## src/pwc_pkg.sv

```systemverilog
package pwc_pkg;

    // ==========================================================
    // register map (byte offsets on the bus)
    localparam int unsigned ADDR_W = 12;
    localparam logic [11:0] STATUS_CONTROL_OFFSET = 12'h000;
    localparam logic [11:0] COUNT_VALUE_OFFSET = 12'h004;
    localparam logic [11:0] MODULO_LIMIT_OFFSET = 12'h008;

    // ==========================================================
    // status_control field layout
    localparam int unsigned MATCH_FLAG_BIT = 7;
    localparam int unsigned CLOCK_SOURCE_HI = 6;
    localparam int unsigned CLOCK_SOURCE_LO = 5;
    localparam int unsigned MATCH_IE_BIT = 4;
    localparam int unsigned PRESCALER_HI = 3;
    localparam int unsigned PRESCALER_LO = 0;

    // ==========================================================
    // reset values
    localparam logic [7:0] COUNT_RESET = 8'h00;
    localparam logic [7:0] MODULO_RESET = 8'h00;
    localparam logic [1:0] CLOCK_SOURCE_RESET = 2'h0;
    localparam logic [3:0] PRESCALER_RESET = 4'h0;
    localparam logic [3:0] PRESCALER_OFF = 4'h0;
    localparam logic [31:0] READ_ZERO = 32'h0000_0000;

    // ==========================================================
    // clock sources and bus slave states
    typedef enum logic [1:0] {
        SRC_LOW_POWER = 2'b00,
        SRC_EXTERNAL = 2'b01,
        SRC_INTERNAL = 2'b10
    } pwc_source_type;

    typedef enum logic [1:0] {
        BUS_IDLE = 2'b00,
        BUS_ACCESS = 2'b01,
        BUS_ANSWER = 2'b10
    } pwc_bus_state_type;

    // ==========================================================
    // prescaler divide ratios, indexed by prescaler_select
    localparam int unsigned DIV_W = 18;
    localparam logic [17:0] DIV_TABLE_LOW [16] = '{
        18'h0_0001, 18'h0_0008, 18'h0_0020, 18'h0_0040,
        18'h0_0080, 18'h0_0100, 18'h0_0200, 18'h0_0400,
        18'h0_0001, 18'h0_0002, 18'h0_0004, 18'h0_000a,
        18'h0_0010, 18'h0_0064, 18'h0_01f4, 18'h0_03e8
    };
    localparam logic [17:0] DIV_TABLE_HIGH [16] = '{
        18'h0_0001, 18'h0_0400, 18'h0_0800, 18'h0_1000,
        18'h0_2000, 18'h0_4000, 18'h0_8000, 18'h1_0000,
        18'h0_03e8, 18'h0_07d0, 18'h0_1388, 18'h0_2710,
        18'h0_4e20, 18'h0_c350, 18'h1_86a0, 18'h3_0d40
    };
    localparam logic [17:0] DIV_ONE = 18'h0_0001;
    localparam logic [17:0] DIV_ZERO = 18'h0_0000;

endpackage

```

## src/pwc_tick_if.sv

```systemverilog
interface pwc_tick_if;
    logic source_select_low;
    logic [3:0] prescaler_select;
    logic source_edge;
    logic restart;
    logic freeze;
    logic tick;

    modport ctrl (
        output source_select_low,
        output prescaler_select,
        output source_edge,
        output restart,
        output freeze,
        input tick
    );

    modport presc (
        input source_select_low,
        input prescaler_select,
        input source_edge,
        input restart,
        input freeze,
        output tick
    );
endinterface

```

## src/pwc_prescaler.sv

```systemverilog
module pwc_prescaler (
    // clock and reset
    input wire logic pclk,
    input wire logic presetn,
    // link to the counter
    pwc_tick_if.presc link
);

    logic [pwc_pkg::DIV_W-1:0] div_sel;
    logic [pwc_pkg::DIV_W-1:0] div_count_reg;
    logic tick_reg;

    // ==========================================================
    // divide ratio lookup
    always_comb begin
        if (link.source_select_low) begin
            div_sel = pwc_pkg::DIV_TABLE_HIGH[link.prescaler_select];
        end else begin
            div_sel = pwc_pkg::DIV_TABLE_LOW[link.prescaler_select];
        end
    end

    // ==========================================================
    // divider: counts selected source edges
    always_ff @(posedge pclk or negedge presetn) begin
        if (!presetn) begin
            div_count_reg <= pwc_pkg::DIV_ZERO;
            tick_reg <= 1'b0;
        end else if (link.restart) begin
            div_count_reg <= pwc_pkg::DIV_ZERO;
            tick_reg <= 1'b0;
        end else if (link.prescaler_select == pwc_pkg::PRESCALER_OFF || link.freeze) begin
            tick_reg <= 1'b0;
        end else if (link.source_edge) begin
            if (div_count_reg >= div_sel - pwc_pkg::DIV_ONE) begin
                div_count_reg <= pwc_pkg::DIV_ZERO;
                tick_reg <= 1'b1;
            end else begin
                div_count_reg <= div_count_reg + pwc_pkg::DIV_ONE;
                tick_reg <= 1'b0;
            end
        end else begin
            tick_reg <= 1'b0;
        end
    end

    assign link.tick = tick_reg;

endmodule

```

## src/pwc_wakeup_counter.sv

```systemverilog
// Operation
// - flag bit 7 sets when count steps from modulo to zero
// - writing one clears flag and request
// - reset clears control fields, count, modulo
// - source select picks prescaler input clock
// - changed source select clears prescaler, counter
// - enabled flag drives interrupt request
// - prescaler code zero stops counting
// - changed prescaler select clears prescaler, counter
// - low source bit clear selects first ratio set
// - low source bit set selects second ratio set
// - count reads back, writes ignored
// - any modulo write clears prescaler, counter
// - match returns count to zero, sets flag
// - modulo zero flags every prescaler tick
// - debug mode freezes counting, resumes later
// - flag sets on modulo-to-zero step
// - deep stop leaves only low-power source
//
// Chosen here: the placing of the registers and the APB register port.
module pwc_wakeup_counter #(
    parameter int unsigned SYNC_STAGES = 3
) (
    // apb clock and reset
    input wire logic pclk,
    input wire logic presetn,
    // apb slave
    input wire logic psel,
    input wire logic penable,
    input wire logic pwrite,
    input wire logic [pwc_pkg::ADDR_W-1:0] paddr,
    input wire logic [31:0] pwdata,
    input wire logic [3:0] pstrb,
    output logic pready,
    output logic [31:0] prdata,
    output logic pslverr,
    // counting clock sources
    input wire logic low_power_osc_clock,
    input wire logic external_reference_clock,
    input wire logic internal_reference_clock,
    // system mode
    input wire logic debug_active,
    input wire logic deep_stop,
    // interrupt request
    output logic match_irq
);

    // ==========================================================
    // declarations
    pwc_tick_if link ();

    pwc_pkg::pwc_bus_state_type bus_state_reg;
    pwc_pkg::pwc_bus_state_type bus_state_next;

    logic match_flag_reg;
    logic [1:0] clock_source_select_reg;
    logic match_interrupt_enable_reg;
    logic [3:0] prescaler_select_reg;
    logic [7:0] count_value_reg;
    logic [7:0] modulo_limit_reg;

    logic pready_reg;
    logic [31:0] prdata_reg;
    logic pslverr_reg;
    logic match_irq_reg;

    logic [2:0] src_raw;
    logic [2:0] src_level_reg;
    logic [2:0] src_rise;
    logic sel_rise;

    logic bus_commit;
    logic write_commit;
    logic hit_status;
    logic hit_count;
    logic hit_modulo;
    logic addr_mapped;
    logic wr_status;
    logic wr_modulo;
    logic [1:0] wr_source;
    logic [3:0] wr_prescaler;
    logic source_changed;
    logic prescaler_changed;
    logic restart;
    logic at_match;
    logic flag_set;
    logic flag_clear;
    logic match_flag_next;
    logic [7:0] status_view;
    logic [31:0] read_mux;
    logic tick_held_reg;
    logic count_step;

    // ==========================================================
    // source input synchronisers
    assign src_raw = {internal_reference_clock, external_reference_clock, low_power_osc_clock};

    genvar gi;
    generate
        for (gi = 0; gi < 3; gi++) begin : g_src
            logic [SYNC_STAGES-1:0] sync_reg;

            // first stage feeds only the second
            always_ff @(posedge pclk or negedge presetn) begin
                if (!presetn) begin
                    sync_reg <= '0;
                end else begin
                    sync_reg <= {sync_reg[SYNC_STAGES-2:0], src_raw[gi]};
                end
            end

            // level accepted once the last two stages agree
            always_ff @(posedge pclk or negedge presetn) begin
                if (!presetn) begin
                    src_level_reg[gi] <= 1'b0;
                end else if (sync_reg[SYNC_STAGES-1] == sync_reg[SYNC_STAGES-2]) begin
                    src_level_reg[gi] <= sync_reg[SYNC_STAGES-1];
                end
            end

            assign src_rise[gi] = (sync_reg[SYNC_STAGES-1] == sync_reg[SYNC_STAGES-2])
                                  && sync_reg[SYNC_STAGES-1] && !src_level_reg[gi];
        end
    endgenerate

    // ==========================================================
    // source selection
    always_comb begin
        case (clock_source_select_reg)
            pwc_pkg::SRC_LOW_POWER: begin
                sel_rise = src_rise[0];
            end
            pwc_pkg::SRC_EXTERNAL: begin
                sel_rise = src_rise[1] && !deep_stop;
            end
            default: begin
                sel_rise = src_rise[2] && !deep_stop;
            end
        endcase
    end

    // ==========================================================
    // bus slave sequencing
    always_comb begin
        case (bus_state_reg)
            pwc_pkg::BUS_IDLE: begin
                if (psel && !penable) begin
                    bus_state_next = pwc_pkg::BUS_ACCESS;
                end else begin
                    bus_state_next = pwc_pkg::BUS_IDLE;
                end
            end
            pwc_pkg::BUS_ACCESS: begin
                if (psel && penable) begin
                    bus_state_next = pwc_pkg::BUS_ANSWER;
                end else begin
                    bus_state_next = pwc_pkg::BUS_IDLE;
                end
            end
            pwc_pkg::BUS_ANSWER: begin
                bus_state_next = pwc_pkg::BUS_IDLE;
            end
            default: begin
                bus_state_next = pwc_pkg::BUS_IDLE;
            end
        endcase
    end

    always_ff @(posedge pclk or negedge presetn) begin
        if (!presetn) begin
            bus_state_reg <= pwc_pkg::BUS_IDLE;
        end else begin
            bus_state_reg <= bus_state_next;
        end
    end

    // ==========================================================
    // address decode and write strobes
    assign hit_status = (paddr == pwc_pkg::STATUS_CONTROL_OFFSET);
    assign hit_count = (paddr == pwc_pkg::COUNT_VALUE_OFFSET);
    assign hit_modulo = (paddr == pwc_pkg::MODULO_LIMIT_OFFSET);
    assign addr_mapped = hit_status || hit_count || hit_modulo;

    assign bus_commit = psel && penable && pready_reg;
    assign write_commit = bus_commit && pwrite && pstrb[0] && addr_mapped;
    assign wr_status = write_commit && hit_status;
    assign wr_modulo = write_commit && hit_modulo;

    assign wr_source = pwdata[pwc_pkg::CLOCK_SOURCE_HI:pwc_pkg::CLOCK_SOURCE_LO];
    assign wr_prescaler = pwdata[pwc_pkg::PRESCALER_HI:pwc_pkg::PRESCALER_LO];
    assign source_changed = wr_status && (wr_source != clock_source_select_reg);
    assign prescaler_changed = wr_status && (wr_prescaler != prescaler_select_reg);
    assign restart = source_changed || prescaler_changed || wr_modulo;

    // ==========================================================
    // answer generation
    always_ff @(posedge pclk or negedge presetn) begin
        if (!presetn) begin
            pready_reg <= 1'b0;
            pslverr_reg <= 1'b0;
        end else if (bus_state_next == pwc_pkg::BUS_ANSWER) begin
            pready_reg <= 1'b1;
            pslverr_reg <= !addr_mapped;
        end else begin
            pready_reg <= 1'b0;
            pslverr_reg <= 1'b0;
        end
    end

    assign status_view = {match_flag_reg, clock_source_select_reg,
                          match_interrupt_enable_reg, prescaler_select_reg};

    always_comb begin
        read_mux = pwc_pkg::READ_ZERO;
        if (hit_status) begin
            read_mux[7:0] = status_view;
        end else if (hit_count) begin
            read_mux[7:0] = count_value_reg;
        end else if (hit_modulo) begin
            read_mux[7:0] = modulo_limit_reg;
        end
    end

    always_ff @(posedge pclk or negedge presetn) begin
        if (!presetn) begin
            prdata_reg <= pwc_pkg::READ_ZERO;
        end else if (bus_state_next == pwc_pkg::BUS_ANSWER && !pwrite) begin
            prdata_reg <= read_mux;
        end else begin
            prdata_reg <= pwc_pkg::READ_ZERO;
        end
    end

    // ==========================================================
    // control registers
    always_ff @(posedge pclk or negedge presetn) begin
        if (!presetn) begin
            clock_source_select_reg <= pwc_pkg::CLOCK_SOURCE_RESET;
            match_interrupt_enable_reg <= 1'b0;
            prescaler_select_reg <= pwc_pkg::PRESCALER_RESET;
        end else if (wr_status) begin
            clock_source_select_reg <= wr_source;
            match_interrupt_enable_reg <= pwdata[pwc_pkg::MATCH_IE_BIT];
            prescaler_select_reg <= wr_prescaler;
        end
    end

    always_ff @(posedge pclk or negedge presetn) begin
        if (!presetn) begin
            modulo_limit_reg <= pwc_pkg::MODULO_RESET;
        end else if (wr_modulo) begin
            modulo_limit_reg <= pwdata[7:0];
        end
    end

    // ==========================================================
    // prescaler link
    assign link.source_select_low = clock_source_select_reg[0];
    assign link.prescaler_select = prescaler_select_reg;
    assign link.source_edge = sel_rise;
    assign link.restart = restart;
    assign link.freeze = debug_active;

    pwc_prescaler u_prescaler (
        .pclk(pclk),
        .presetn(presetn),
        .link(link)
    );

    // ==========================================================
    // freeze: a tick that lands as the freeze begins waits for release
    always_ff @(posedge pclk or negedge presetn) begin
        if (!presetn) begin
            tick_held_reg <= 1'b0;
        end else if (restart) begin
            tick_held_reg <= 1'b0;
        end else if (debug_active) begin
            tick_held_reg <= tick_held_reg || link.tick;
        end else begin
            tick_held_reg <= 1'b0;
        end
    end

    // restart cancels the step of the same cycle
    always_comb begin
        count_step = 1'b0;
        if (!restart && !debug_active) begin
            count_step = link.tick || tick_held_reg;
        end
    end

    // ==========================================================
    // main counter
    assign at_match = (count_value_reg == modulo_limit_reg);

    always_ff @(posedge pclk or negedge presetn) begin
        if (!presetn) begin
            count_value_reg <= pwc_pkg::COUNT_RESET;
        end else if (restart) begin
            count_value_reg <= pwc_pkg::COUNT_RESET;
        end else if (count_step) begin
            if (at_match) begin
                count_value_reg <= pwc_pkg::COUNT_RESET;
            end else begin
                count_value_reg <= count_value_reg + 8'h01;
            end
        end
    end

    // ==========================================================
    // match flag and interrupt
    assign flag_set = count_step && at_match;
    assign flag_clear = wr_status && pwdata[pwc_pkg::MATCH_FLAG_BIT];

    always_comb begin
        if (flag_set) begin
            match_flag_next = 1'b1;
        end else if (flag_clear) begin
            match_flag_next = 1'b0;
        end else begin
            match_flag_next = match_flag_reg;
        end
    end

    always_ff @(posedge pclk or negedge presetn) begin
        if (!presetn) begin
            match_flag_reg <= 1'b0;
            match_irq_reg <= 1'b0;
        end else begin
            match_flag_reg <= match_flag_next;
            match_irq_reg <= match_flag_next && (wr_status ? pwdata[pwc_pkg::MATCH_IE_BIT]
                                                           : match_interrupt_enable_reg);
        end
    end

    // ==========================================================
    // outputs
    assign pready = pready_reg;
    assign prdata = prdata_reg;
    assign pslverr = pslverr_reg;
    assign match_irq = match_irq_reg;

endmodule

```

## config.mk

```make
export PLATFORM = sky130hd
export DESIGN_NAME = pwc_wakeup_counter
export DESIGN_NICKNAME = d
export VERILOG_FILES = /design/src/pwc_pkg.sv /design/src/pwc_tick_if.sv /design/src/pwc_prescaler.sv /design/src/pwc_wakeup_counter.sv
export SDC_FILE = /design/constraint.sdc
export NUM_CORES = 1
export LEC_CHECK = 0
export ABC_AREA = 1
export BUFFER_PORTS_ARGS = -buffer_cell sky130_fd_sc_hd__buf_2
export CORE_UTILIZATION = 50
export CTS_BUF_LIST = sky130_fd_sc_hd__clkbuf_16
export CTS_CLUSTER_SIZE = 30
export DETAILED_ROUTE_END_ITERATION = 8
export PLACE_DENSITY = 0.73
export SLEW_MARGIN = 15
export SYNTH_ARGS = -nofsm -noshare
export SYNTH_HDL_FRONTEND = slang
export SYNTH_SLANG_ARGS = --single-unit
```

## constraint.sdc

```tcl
create_clock -name pclk -period 8.8 [get_ports pclk]
set_input_delay 0.44 -clock pclk [delete_from_list [all_inputs] [get_ports pclk]]
set_output_delay 0.44 -clock pclk [all_outputs]
set_load 0.02 [all_outputs]
```

* Yosys cells after proc, flatten, opt, wreduce, memory -nomap -nowiden
Memories as Yosys holds them, arrays and structs flattened. Index checks and enable logic that the tools add are counted.
Storage, ports and cells: register bits after elaboration 93, memory bits (read-only) 576, output and inout port bits 35, memories 2
Memories:
- (no name shown) | words 16, bits a word 18, read ports 1, clocked after Yosys merged registers in 0, wr ports 0, RTL line pwc_prescaler.sv:17 | div_sel = pwc_pkg::DIV_TABLE_HIGH[link.prescaler_select];
- (no name shown) | words 16, bits a word 18, read ports 1, clocked after Yosys merged registers in 0, wr ports 0, RTL line pwc_prescaler.sv:19 | div_sel = pwc_pkg::DIV_TABLE_LOW[link.prescaler_select];
Operators by class: add/subtract/negate cells 3, $lt $le $gt $ge 2, equal/unequal tests 12, muxes and demuxes 32, bitwise logic cells 1, reduce and logical (&&, ||, !) cells 45
Operators by type and width (number):
- two-way mux 18 bit | 9
- two-way mux 8 bit | 7
- logical AND 1 bit | 23
- adder 18 x 1 -> 18 bit, second input constant | 1
- greater-or-equal comparator 18 bit | 1
- subtractor 18 x 1 -> 18 bit, second input constant | 1
- two-way mux 1 bit | 13
- == test 12 x 3 -> 1 bit, second input constant | 1
- == test 12 x 4 -> 1 bit, second input constant | 1
- logical NOT 12 bit | 1
- logical NOT 1 bit | 9
- adder 8 x 1 -> 8 bit, second input constant | 1
- == test 8 bit | 1
- logical OR 1 bit | 6
- greater-or-equal comparator 5 bit, second input constant | 1
- NOT 4 -> 5 bit | 1
- == test 2 x 1 -> 1 bit, second input constant | 2
- logical NOT 2 bit | 2
- logical NOT 4 bit | 1
- != test 4 bit | 1
- one-hot mux 2 bit (2 select lines) | 1
- nonzero test 2 bit | 2
- == test 1 bit | 3
- == test 2 bit, second input constant | 1
- 5 further kinds | 5

* Logic depth before layout (Yosys ltp)
depth after elaboration 15, depth in mapped cells 25

* Hierarchy
Synthesis repeated with hierarchy kept, for this count alone.
Second synthesis, totals: cells, all modules 732, area total of the unflattened synthesis 5265.0 um^2
By module, submodules not included:
- pwc_wakeup_counter | instances 1, cells an instance 318, area each 2727.6 um^2, sequential area each 1251.2 um^2
- pwc_prescaler | instances 1, cells an instance 414, area each 2537.4 um^2, sequential area each 475.5 um^2

* Least setup slack after synthesis
Ideal clock, no wire load.
path type flip-flop to flip-flop, start point reg prescaler_select_reg[0] (netlist: link.prescaler_select[0]), end point reg u_prescaler.div_count_reg[8] (netlist name), library setup time 0.074 ns, data arrival time 3.195 ns, required time 8.726 ns, path slack 5.531 ns, cell stages (with the launch flop) 23, buffers on the path 1, period minus slack after synthesis 3.269 ns, cell sequence dfrtp_1 > inv_1 > ha_1 > o21ai_0 > nand2_1 > nand2_1 > nand2_2 > nor2_1 > nand2_1 > nor2_1 > nand3_1 > nand2_1 > inv_1 > ha_1 > nand2_1 > nor2_1 > and2_1 > o211ai_1 > nand2_1 > nor2_1 > nand3_4 > buf_6 > o21ai_2
Between the ends: word-level cells in the longest chain between the ends 11, elaborated cells between the ends (all ways) 23, classes of those cells 1 x add/sub; 1 x order compare; 2 x eq/ne; 9 x mux; 1 x bitwise; 7 x reduce/logical; 2 x memory
RTL lines:
- start, declared | RTL line pwc_wakeup_counter.sv:58 | logic [3:0] prescaler_select_reg;
- start signal, assigned | RTL line pwc_wakeup_counter.sv:240 | prescaler_select_reg <= pwc_pkg::PRESCALER_RESET;
- start signal, assigned | RTL line pwc_wakeup_counter.sv:244 | prescaler_select_reg <= wr_prescaler;
- NOT 4 -> 5 bit (not written as such) | RTL line pwc_prescaler.sv:17, pwc_prescaler.sv:19
- memory read (16 x 18 bit), on equally long branches
- two-way mux 18 bit, on equally long branches (2 in a row) | RTL line pwc_prescaler.sv:19, pwc_prescaler.sv:17
- two-way mux 18 bit | RTL line pwc_prescaler.sv:16 | if (link.source_select_low) begin
- subtractor 18 x 1 -> 18 bit | RTL line pwc_prescaler.sv:35 | if (div_count_reg >= div_sel - pwc_pkg::DIV_ONE) begin
- greater-or-equal comparator 18 bit | RTL line pwc_prescaler.sv:35
- two-way mux 18 bit | RTL line pwc_prescaler.sv:35
- two-way mux 18 bit | RTL line pwc_prescaler.sv:34 | end else if (link.source_edge) begin
- two-way mux 18 bit | RTL line pwc_prescaler.sv:32 | end else if (link.prescaler_select == pwc_pkg::PRESCALER_OFF || link.freeze) begin
- two-way mux 18 bit | RTL line pwc_prescaler.sv:29 | end else if (link.restart) begin
- end signal, assigned | RTL line pwc_prescaler.sv:30 | div_count_reg <= pwc_pkg::DIV_ZERO;
- end signal, assigned | RTL line pwc_prescaler.sv:36 | div_count_reg <= pwc_pkg::DIV_ZERO;
- end signal, assigned | RTL line pwc_prescaler.sv:39 | div_count_reg <= div_count_reg + pwc_pkg::DIV_ONE;
- end, declared | RTL line pwc_prescaler.sv:10 | logic [pwc_pkg::DIV_W-1:0] div_count_reg;
Parallel ways exist; a longest one is shown, timed or not. The select of a mux whose other input is x is not followed. A chain may end at the register's enable or synchronous reset.

* Worst setup path in the final report
start point reg prescaler_select_reg[0] (netlist: link.prescaler_select[0]), end point reg u_prescaler.div_count_reg[0] (netlist name)
The elaborated chain is that of the path after synthesis.

==> flow_metrics.tcl <==
set metrics [dict create \
    status "completed" \
    postCtsResizedCells 0 \
    hold_path.startpoint "external_reference_clock" \
    finClkSkew_ns 0.007393 \
    synth_seq_cells 69 \
    largest_reg_flops 18 \
    required_ns 9.04 \
    min_path_type "in2reg" \
    track_usage 0.2330 \
    comb_power_share 0.082 \
    cp.arrival_ns 4.39 \
    leakage_nw 2.923 \
    die_h_um 103.2 \
    post-route-period-util 0.4716 \
    rows 36 \
    ys_seq_area_frac 0.3370 \
    synthDistinctLibCells 47 \
    drtIter0Drc 235 \
    drv_cap 0 \
    first_pass_iters 6 \
    clk_pin_slew_ns 0.06 \
    layout_commonest_cell "nand2_1" \
    numCtsBuffers 9 \
    nFillCells 927 \
    gr-total-overflow 0 \
    synth_flop_cell "dfrtp_1" \
    clk_latency_ns 0.33 \
    netlist_area_um2 5124 \
    sw_frac_of_total 0.2600 \
    fin_util 0.5662 \
    worstMarginPinSlew_ns 1.205 \
    layout_common_cells "nand2_1 (191), inv_1 (84), dfrtp_1 (69)" \
    worstReg2RegEnd "u_prescaler.div_count_reg[0]" \
    cts_tree "built" \
    async_flop_share 1.000 \
    hpwl_um 8498 \
    synth_area_per_cell_um2 7.340 \
    synth_edf_count 0 \
    placement.io_buffers 41 \
    setup_viol 0 \
    fmax_ghz 0.2410 \
    p_seq_frac 0.465 \
    intPower_mw 0.5377 \
    antenna_left 0 \
    pin_count 93 \
    crit_path_end_kind "register" \
    tns_ns 0 \
    hold_depth 1 \
    min_period_ns 4.150 \
    crit_fanout 15 \
    p_sw_mw 0.1889 \
    die_area_um2 10660 \
    vdd_drop_max_mv 0.09557 \
    grt_pass1_wl_um 19180 \
    netlist_instances 698 \
    rsz0062_at_grt "false" \
    clockPowerShare 0.453 \
    start_kind "register" \
    r2r-start "link.prescaler_select[0]" \
    slew_headroom 0.1894 \
    final_hold_viol_count 0 \
    first_global_vias 4151 \
    nNetsFinal 827 \
    clk_path_buf_depth 2 \
    initial_core_util 0.5194 \
    gp_congestion 0.9547 \
    power_mw 0.7266 \
    die_w_um 103.2 \
    multi_input_area_um2 2885 \
    postCtsSetupRepairBufs 0 \
    rrSetupSlack_ns 4.65 \
    final-seq-area_um2 1727 \
    avgViaCountPerCell 5.214 \
    wl_per_cell_um 12.96 \
    num_vias 4562 \
    yosys_warnings 0 \
    core_area_um2 9864 \
    drive_above_1_share 0.1280 \
    cts-hold-fix-buffers 0 \
    area_delta_synth_final_pct 9.011 \
    antenna_found_initial 0 \
    path_class "reg2reg" \
    wl_um 11340 \
    drc 0 \
    ff2ff_path_depth 22 \
    clkSinkCount 69 \
    antenna_cells 0 \
    power_density_nw_per_um2 130.1 \
    min_to "g_src[1].sync_reg[0]" \
    root_buffer "clkbuf_16" \
    maxSlewViolCount 0 \
    cts_max_level 3 \
    grt_start_max_net_pins 70 \
]
## critical path: stages, from the launching register on
cell and delay [ns]:
dfrtp_1 0.57, inv_1 0.24, ha_1 0.30, nand2_1 0.09
nand2_1 0.08, nand2_1 0.07, nand2_1 0.05, o21ai_1 0.23
nand3_1 0.17, nor2_1 0.24, inv_1 0.08, o21ai_0 0.16
nand2_1 0.12, ha_1 0.30, nand2_1 0.06, nand2_1 0.04
nand2_1 0.05, a21oi_1 0.05, nor2_1 0.14, nand2_1 0.08
nor2_1 0.36, nand3_4 0.32, o21ai_0 0.24
## area by class of cell
| type | count | share of cell area |
|---|---|---|
| multi-input combinational | 529 | 0.5166 |
| timing repair buffer | 42 | 0.03808 |
| clock buffer | 9 | 0.04032 |
| inverter | 87 | 0.05892 |
| sequential | 69 | 0.3091 |
| clock inverter | 6 | 0.007168 |
| tap | 133 | 0.02979 |
## logic make-up after synthesis
family          Yosys count  share of synthesized area
simple gates            348                     0.3031
flops                    69                     0.3370
xor+xnor                 29                    0.04957
mux                       2                   0.004395
other cells               1                  0.0007319
fa+ha+maj                31                    0.07570
buf+inv                 123                     0.1167
compound gates           95                     0.1128
## cells in the mapped netlist (all sizes together) (4+ instances only)
cell | instances | share of area
a21boi | 4 | 0.0066
a21oi | 20 | 0.020
and2 | 4 | 0.0049
buf | 32 | 0.050
clkbuf | 4 | 0.0029
dfrtp | 69 | 0.34
ha | 31 | 0.076
inv | 87 | 0.064
nand2 | 200 | 0.15
nand3 | 47 | 0.054
nand4 | 8 | 0.0098
nor2 | 69 | 0.056
nor3 | 12 | 0.014
o211ai | 11 | 0.016
o21ai | 53 | 0.060
xnor2 | 8 | 0.014
xor2 | 21 | 0.036
## through the flow
| step | worst slack [ns] | instance area (µm²) | hold WS (ns) | instances |
|---|---|---|---|---|
| CTS | 4.648 | 5585 | 0.2016 | 875 |
| floorplan | 5.531 | 5210 | 0.1444 | 721 |
| global route | 4.208 | 5585 | 0.2009 | 875 |
| finish | 4.650 | 5585 | 0.2082 | 875 |
| global placement | 4.788 | 5320 | 0.3316 | 860 |
| detailed placement | 4.674 | 5320 | 0.3378 | 860 |
## worst max path at each step
stage / cells past startpoint / end / slack (ns) / start
after floorplan: 22 / u_prescaler.div_count_reg[8] / 5.53 / link.prescaler_select[0]
final: 22 / u_prescaler.div_count_reg[0] / 4.65 / link.prescaler_select[0]
after detailed placement: 20 / u_prescaler.div_count_reg[2] / 4.67 / link.prescaler_select[0]
after global placement: 21 / u_prescaler.div_count_reg[1] / 4.79 / link.prescaler_select[0]
after global routing: 22 / u_prescaler.div_count_reg[4] / 4.21 / link.prescaler_select[0]
after CTS: 22 / u_prescaler.div_count_reg[0] / 4.65 / link.prescaler_select[0]
## routing by layer
metal	routed length [µm]	up-vias	track usage
met1	5446	2107	0.3207
met2	4950	152	0.3636
li1	-	2271	-
met5	0	-	0
met4	321	0	0.1029
met3	618	32	0.03696
## power by group through the flow
stage	combinational [mW]	sequential (mW)	clock, mW
floorplan	0.0465	0.341	0
global placement	0.0565	0.343	0
detailed placement	0.0596	0.343	0
CTS	0.0598	0.338	0.336
global route	0.0696	0.339	0.348
finish	0.0593	0.338	0.329
(Power assumes the default switching activity.)
